$ cat src/design/rpt_consts.svh
// Operation
// - Manual reset held low with supply good forces reset output low.
// - After manual reset releases, output stays low for full selected timeout.
// - Strap low selects 15 ms timeout; strap high selects 200 ms timeout.
// - Timeout starts once sense input rises above threshold plus hysteresis; release after it.
// - Sense below falling threshold drives reset output low at once.
// - Recovery needs sense above threshold plus hysteresis, not falling level.
`ifndef RPT_CONSTS_SVH
`define RPT_CONSTS_SVH
`define RPT_CLK_HZ 25000000
`define RPT_SHORT_MS 15
`define RPT_LONG_MS 200
`define RPT_SHORT_CYC ((`RPT_CLK_HZ / 1000) * `RPT_SHORT_MS)
`define RPT_LONG_CYC ((`RPT_CLK_HZ / 1000) * `RPT_LONG_MS)
`define RPT_CNT_W 23
`endif

$ cat src/design/rpt_pkg.sv
package rpt_pkg;
    typedef enum logic [1:0] {RPT_HOLD, RPT_TIMING, RPT_RUN} rpt_state_type;
    typedef struct packed {
        logic manual_reset_n;
        logic sense_above_fall;
        logic sense_above_hyst;
        logic timeout_select;
    } rpt_in_type;
endpackage

$ cat src/design/rpt_sync.sv
`timescale 1ns/1ps
module rpt_sync
    import rpt_pkg::*;
(
    input wire logic i_clock,
    input wire logic i_nrst,
    input wire rpt_in_type i_raw,
    output rpt_in_type o_sync
);
    rpt_in_type stage1;
    // Two-flop synchroniser; all-zero reset levels read as button held and undervoltage, keeping output low
    always_ff @(posedge i_clock) begin
        if (!i_nrst) begin
            stage1 <= '0;
            o_sync <= '0;
        end else begin
            stage1 <= i_raw;
            o_sync <= stage1;
        end
    end
endmodule

$ cat src/design/rpt_top.sv
`timescale 1ns/1ps
`include "rpt_consts.svh"
module rpt_top
    import rpt_pkg::*;
#(
    parameter int SHORT_CYC = `RPT_SHORT_CYC,
    parameter int LONG_CYC = `RPT_LONG_CYC
)
(
    // Clock and reset
    input wire logic I_CLOCK,
    input wire logic I_NRST,
    // Pins
    input wire logic I_MANUAL_RESET_N,
    input wire logic I_SENSE_ABOVE_FALL,
    input wire logic I_SENSE_ABOVE_HYST,
    input wire logic I_TIMEOUT_SELECT,
    // Reset output
    output logic O_RESET_N
);
    rpt_in_type raw;
    rpt_in_type pin;
    rpt_state_type state;
    logic [`RPT_CNT_W-1:0] count;
    logic [`RPT_CNT_W-1:0] limit;
    logic cause;
    logic recovered;
    logic [`RPT_CNT_W-1:0] quiet_len;

    assign raw = '{manual_reset_n: I_MANUAL_RESET_N,
                   sense_above_fall: I_SENSE_ABOVE_FALL,
                   sense_above_hyst: I_SENSE_ABOVE_HYST,
                   timeout_select: I_TIMEOUT_SELECT};

    rpt_sync u_sync (
        .i_clock(I_CLOCK),
        .i_nrst(I_NRST),
        .i_raw(raw),
        .o_sync(pin)
    );

    // Timeout length from the strap
    assign limit = pin.timeout_select ? `RPT_CNT_W'(LONG_CYC - 1)
                                      : `RPT_CNT_W'(SHORT_CYC - 1);
    // Any reset cause present
    assign cause = !pin.manual_reset_n || !pin.sense_above_fall;
    // Recovery needs hysteresis level
    assign recovered = pin.manual_reset_n && pin.sense_above_hyst;

    // Sequencer
    always_ff @(posedge I_CLOCK) begin
        if (!I_NRST) begin
            state <= RPT_HOLD;
        end else begin
            case (state)
                RPT_HOLD: begin
                    if (recovered) begin
                        state <= RPT_TIMING;
                    end
                end
                RPT_TIMING: begin
                    if (cause || !recovered) begin
                        state <= RPT_HOLD;
                    end else if (count >= limit) begin
                        state <= RPT_RUN;
                    end
                end
                RPT_RUN: begin
                    if (cause) begin
                        state <= RPT_HOLD;
                    end
                end
                default: begin
                    state <= RPT_HOLD;
                end
            endcase
        end
    end

    // Timeout counter, cleared outside the timing state
    always_ff @(posedge I_CLOCK) begin
        if (!I_NRST) begin
            count <= '0;
        end else if (state == RPT_TIMING && !cause && recovered) begin
            count <= count + `RPT_CNT_W'(1);
        end else begin
            count <= '0;
        end
    end

    // Output low except when running
    always_ff @(posedge I_CLOCK) begin
        if (!I_NRST) begin
            O_RESET_N <= 1'b0;
        end else begin
            O_RESET_N <= (state == RPT_RUN && !cause) ||
                         (state == RPT_TIMING && !cause && recovered &&
                          count >= limit);
        end
    end

    // Cycles in a row with recovery met and no cause, for checking
    always_ff @(posedge I_CLOCK) begin
        if (!I_NRST) begin
            quiet_len <= '0;
        end else if (cause || !recovered) begin
            quiet_len <= '0;
        end else if (quiet_len != '1) begin
            quiet_len <= quiet_len + `RPT_CNT_W'(1);
        end
    end
endmodule

$ cat config.mk
export PLATFORM = sky130hd
export DESIGN_NAME = rpt_top
export DESIGN_NICKNAME = d
export VERILOG_FILES = /design/src/design/rpt_pkg.sv /design/src/design/rpt_sync.sv /design/src/design/rpt_top.sv
export VERILOG_INCLUDE_DIRS = /design/src /design/src/design
export SDC_FILE = /design/constraint.sdc
export NUM_CORES = 1
export LEC_CHECK = 0
export ABC_AREA = 1
export BUFFER_PORTS_ARGS = -buffer_cell sky130_fd_sc_hd__buf_2
export CORE_ASPECT_RATIO = 0.7
export CORE_MARGIN = 4
export CORE_UTILIZATION = 65
export DETAILED_ROUTE_END_ITERATION = 10
export PLACE_DENSITY_LB_ADDON = 0.25
export SYNTH_ARGS = -nofsm -noshare
export SYNTH_HDL_FRONTEND = slang
export SYNTH_SLANG_ARGS = --single-unit
$ cat constraint.sdc
create_clock -name I_CLOCK -period 4.1 [get_ports I_CLOCK]
set_input_delay 0.615 -clock I_CLOCK [delete_from_list [all_inputs] [get_ports I_CLOCK]]
set_output_delay 0.615 -clock I_CLOCK [all_outputs]
set_load 0.02 [all_outputs]
---- Word level (Yosys, flattened, before mapping) ----
Index checks and enable logic that the tools add are counted.
storage, ports and cells
  register bits ........................... 34
  bits of input ports ..................... 6
  logic and storage cells ................. 39
  output and inout port bits .............. 1
operators by class
  multiplexer cells ....................... 6
  $add $sub $neg .......................... 1
  order comparisons ....................... 1
  eq/ne operators ......................... 5
  reductions and logical operators ........ 15
operator list
  cell                     count
  $add A23 B1 Y23 const B  1
  $ge A23 B23 Y1           1
  $mux W23                 1
  $mux W2                  4
  $pmux W2 S3              1
  $logic_and A1 B1 Y1      5
  $logic_not A1 Y1         4
  $ne A2 B2 Y1 const B     2
  $logic_or A1 B1 Y1       3
  $ne A3 B2 Y1 const B     1
  $reduce_and A3 Y1        1
  $eq A2 B1 Y1 const B     1
  $eq A2 B2 Y1 const B     1
  $logic_not A2 Y1         1
  $reduce_and A2 Y1        1

---- Longest topological paths before layout ----
  depth after elaboration ................. 7
  gate-level depth with buffers ........... 13
  gate-level depth less buffers ........... 13

---- Cells and area by module ----
Synthesis repeated with hierarchy kept, for this count alone.
unflattened totals
  cells, all modules ...................... 287
  area, all modules ....................... 1975.6 um^2
modules (own cells, without submodules)
  module    cells an instance  instances  area an instance (um^2)  sequential area each (um^2)
  rpt_top   262                1          1750.4                   520.5
  rpt_sync  25                 1          225.2                    160.2

---- Least setup slack after synthesis ----
Ideal clock, no wire load.
  path type ............................... reg2reg
  start point ............................. reg u_sync.o_sync[0] (netlist name)
  end point ............................... reg O_RESET_N
  period minus slack after synthesis ...... 1.638 ns
  data required time ...................... 3.981 ns
  buffers on the path ..................... 0
  slack ................................... 2.462 ns
  data arrival time ....................... 1.519 ns
  library setup time ...................... 0.119 ns
  cell stages (with the launch flop) ...... 11
  path through ............................ dfxtp_1 -> inv_1 -> ha_1 -> a21oi_1 -> o21ai_0 -> nor2_1 -> nand2_1 -> nor2_1 -> nand2_1 -> nand2_1 -> a21oi_1
on the way
  longest elaborated chain between the ends .. 4
ends and longest elaborated chain
  element                 line            text
  start, declared         rpt_sync.sv:8   output rpt_in_type o_sync
  start signal, assigned  rpt_sync.sv:18  o_sync <= stage1;
  $mux W23                rpt_top.sv:43   assign limit = pin.timeout_select ? `RPT_CNT_W'(LONG_CYC - 1)
  $ge A23 B23 Y1          rpt_top.sv:98   count >= limit);
  $logic_and A1 B1 Y1     rpt_top.sv:97   (state == RPT_TIMING && !cause && recovered &&
  $logic_or A1 B1 Y1      rpt_top.sv:96   O_RESET_N <= (state == RPT_RUN && !cause) ||
  end signal, assigned    rpt_top.sv:96
  end, declared           rpt_top.sv:19   output logic O_RESET_N
Every way passes these cells.
A chain may end at the register's enable or synchronous reset.

---- Worst setup path in the final report ----
Ends and elaborated chain as after synthesis.

==> metrics.csv <==
stage;metric;value;unit
status;outcome;finished clean;
clock_tree;CTS Buffer Depth;2;
pwr;cell area power density;297;nW/um^2
logic_synthesis;number of library cell types mapped by synthesis;28;
critical_path;Worst Setup SP;u_sync.o_sync[0];
critical_path;Slowest Stage Delay on Critical Path;0.48;ns
pwr;Sw Share;21.9;%
placement;routability-driven placement congestion ratio;0.869;
flow_run;MaxCap Viol Count;0;
floorplanning;core box area;2780;um^2
pwr;Worst VDD drop;0.235;mV
sta;Period Utilization, post-route;49.9;%
critical_path;Crit Reg-Reg Startpoint;u_sync.o_sync[0];
sta;Relative slew margins;76.4;%
global_route;number of global-route vias before repair;1383;
route;vias per cell;5.00;
floorplanning;I/O pins;7;
final_layout;area delta synth->final;8.54;%
critical_path;crit path to;O_RESET_N;
clock_tree;Hold-fix buffers, CTS;0;
critical_path;critical path capture point type;flip-flop;
pwr;Pleak;1.01;nW
placement;Post-Place Setup Slack;2.12;ns
route;initial DRC count;206;
sta;Finish-stage setup viols;0;
sta;final hold vios;0;
sta;max frequency;489;MHz
global_route;gr usage total;22.3;%
sta;Final Critical Period;2.04;ns
logic_synthesis;synthesized flop and latch total;34;
final_layout;nets;304;
critical_path;CP required;4.28;ns
critical_path;FF-to-FF End;O_RESET_N;
critical_path;CP cell instances;inv_1, ha_1, a21oi_1, o21ai_0, nor2_1, nand2_1, nor2_1, nand2_1, nand2_1, a21oi_1;
critical_path;critical path peak fanout;7;
final_layout;commonest non-fill, non-tap cell in the layout;nand2_1;
critical_path;CP max stage cell;dfxtp_1;
logic_synthesis;Yosys warnings;0;
clock_tree;clock latency on the worst-skew pair;0.29;ns
critical_path;crit path launch type;flip-flop;
critical_path;r2r worst-path depth;10;
logic_synthesis;Synthesized Nets;293;
logic_synthesis;Seq/Total Area, Yosys;36.0;%
global_route;initial antenna violation count;0;
logic_synthesis;share of the synthesized area in the top cell type;36.0;%
critical_path;cell mode on critical path;nand2_1;
floorplanning;Die Area;3850;um^2
logic_synthesis;Area contributors post-synth;dfxtp_1 (36%), nand2_1 (13%), inv_1 (10%);
logic_synthesis;leading area contributor after synthesis;dfxtp_1;
placement;IO buf count;6;
pwr;clock power share;42.2;%
floorplanning;Die W;72.4;um
final_layout;most frequent cells in the layout;nand2_1 (64), inv_1 (51), nor2_1 (37);
route;Final ANT Viol Nets;0;
global_route;first-pass GRT wire length;6440;um
logic_synthesis;synthesized area per cell;6.92;um^2
clock_tree;CTS Buf Count;5;
route;DR WL/cell;11.5;um
global_route;remaining global-route overflow;0;
sta;Worst Clk Skew;0.00549;ns
route;DRC viols;0;
pwr;Int Pwr;0.475;mW
final_layout;fraction of layout cells with a size suffix above 1;9.82;%
clock_tree;CTS sink count;34;
pwr;Psw;0.133;mW
sta;Slew Limit Fails;0;
worst_hold_path;HP Class;flip-flop to flip-flop;
pwr;Power Total;0.609;mW
critical_path;Worst EP arrival;2.22;ns
clock_tree;root buffer cell;clkbuf_8;
final_layout;final core utilization;73.7;%
sta;Worst-Margin Slew;0.353;ns
sta;unrepaired setup endpoints after global routing;no;
route;Vias;1606;
critical_path;Setup Crit Path Kind;flip-flop to flip-flop;
clock_tree;post-CTS sizing;0;
sta;final hold slack;0.410;ns
critical_path;r2r setup slk;2.06;ns
sta;Setup TNS;0;ns
clock_tree;CTS tree;done;
floorplanning;starting density of the core;67.9;%
final_layout;Antenna diodes;0;
pwr;Comb power frac;2.6;%
clock_tree;H-tree depth;2;
clock_tree;# Post-CTS Setup Buffers;0;
floorplanning;Chip Height;53.1;um
logic_synthesis;Mapped Area;1890;um^2
placement;Post-DP HPWL;2790;um
route;DR pass1 iterations;4;
floorplanning;Cell Rows;16;
pwr;Reg power frac;55.2;%
logic_synthesis;Syn Inst Count;273;
clock_tree;CTS clk-pin slew, worst paths;0.07;ns
route;final WL;3700;um
sta;Final WS setup;2.06;ns
global_route;pin count of the biggest net entering global routing;19;
-- sequential cells by signal (all words and copies together), names as in the netlist --
register / cells
count: 23
u_sync.o_sync: 4
u_sync.stage1: 4
state: 2
O_RESET_N: 1
-- synthesized netlist by cell type --
library cell and instances:
a211oi_1 1, nand2_4 1, nand3_1 10, inv_2 1, nor3b_2 2, nor2_4 1
a21boi_0 1, xor2_1 5, buf_2 1, nor3_1 5, nand2_2 1, inv_1 51
o21ai_0 5, nor2_1 37, nor2_2 3, nand3_2 4, dfxtp_1 34, o21ai_1 4
clkinv_1 1, o21a_1 1, buf_1 1, nand4_1 6, nand2_1 64, ha_1 14
a21oi_1 16, nor3b_1 1, or2_0 1, nor3_4 1
-- how the worst min path moves through the flow --
stage | from | to | slack, ns | depth (start not counted)
after floorplan | u_sync.stage1[0] | u_sync.o_sync[0] | 0.39 | 2
after global placement | u_sync.stage1[0] | u_sync.o_sync[0] | 0.39 | 2
after detailed placement | u_sync.stage1[2] | u_sync.o_sync[2] | 0.40 | 2
after CTS | u_sync.stage1[2] | u_sync.o_sync[2] | 0.41 | 2
after global routing | u_sync.stage1[2] | u_sync.o_sync[2] | 0.44 | 2
final | u_sync.stage1[2] | u_sync.o_sync[2] | 0.41 | 2
-- power by group through the flow --
stage               sequential, mW  clock, mW  combinational (mW)
floorplan                    0.343          0              0.0112
global placement             0.344          0              0.0152
detailed placement           0.344          0              0.0158
CTS                          0.336      0.261              0.0159
global route                 0.336      0.279              0.0192
finish                       0.336      0.257              0.0158
-- cell type report --
class                   count  area, um^2
multi-input cells         184        1000
fillers                   229         732
flip-flops and latches     34         681
inverters                  53         199
clock buffers               6        82.6
well taps                  36        45.0
repair buffers              6        30.0
clock inverters             2        12.5
-- per-layer routing --
metal  vias to the layer above  GRT usage, %  share of wire, %
met5                         -             0                 0
met4                         0          7.36              0.46
met3                         3          5.88               8.5
met2                        46          28.7                39
met1                       685          34.7                52
li1                        872             -                 -
-- per-stage QoR --
stage               cell area (um^2)  std cells
global placement                1960        313
finish                          2050        321
floorplan                       1890        273
global route                    2050        321
CTS                             2050        321
detailed placement              1960        313
-- critical path, delay by kind of cell (launching register included) --
| family | cells | cell delay (ns) |
|---|---|---|
| simple gates | 5 | 0.51 |
| fa+ha+maj | 1 | 0.38 |
| buf+inv | 1 | 0.22 |
| compound gates | 3 | 0.35 |
| flops | 1 | 0.48 |
-- cells by family after synthesis --
group / count (synthesis) / synth area share (%)
adders and majority gates: 14 / 9.27
xor gates and xnor gates: 5 / 2.32
and+or+nand+nor: 137 / 33.6
DFF: 34 / 36.0
AOI/OAI and AO/OA: 28 / 7.82
buffers and inverters: 55 / 11.0
Note: power is estimated with default switching activity, not from simulation.
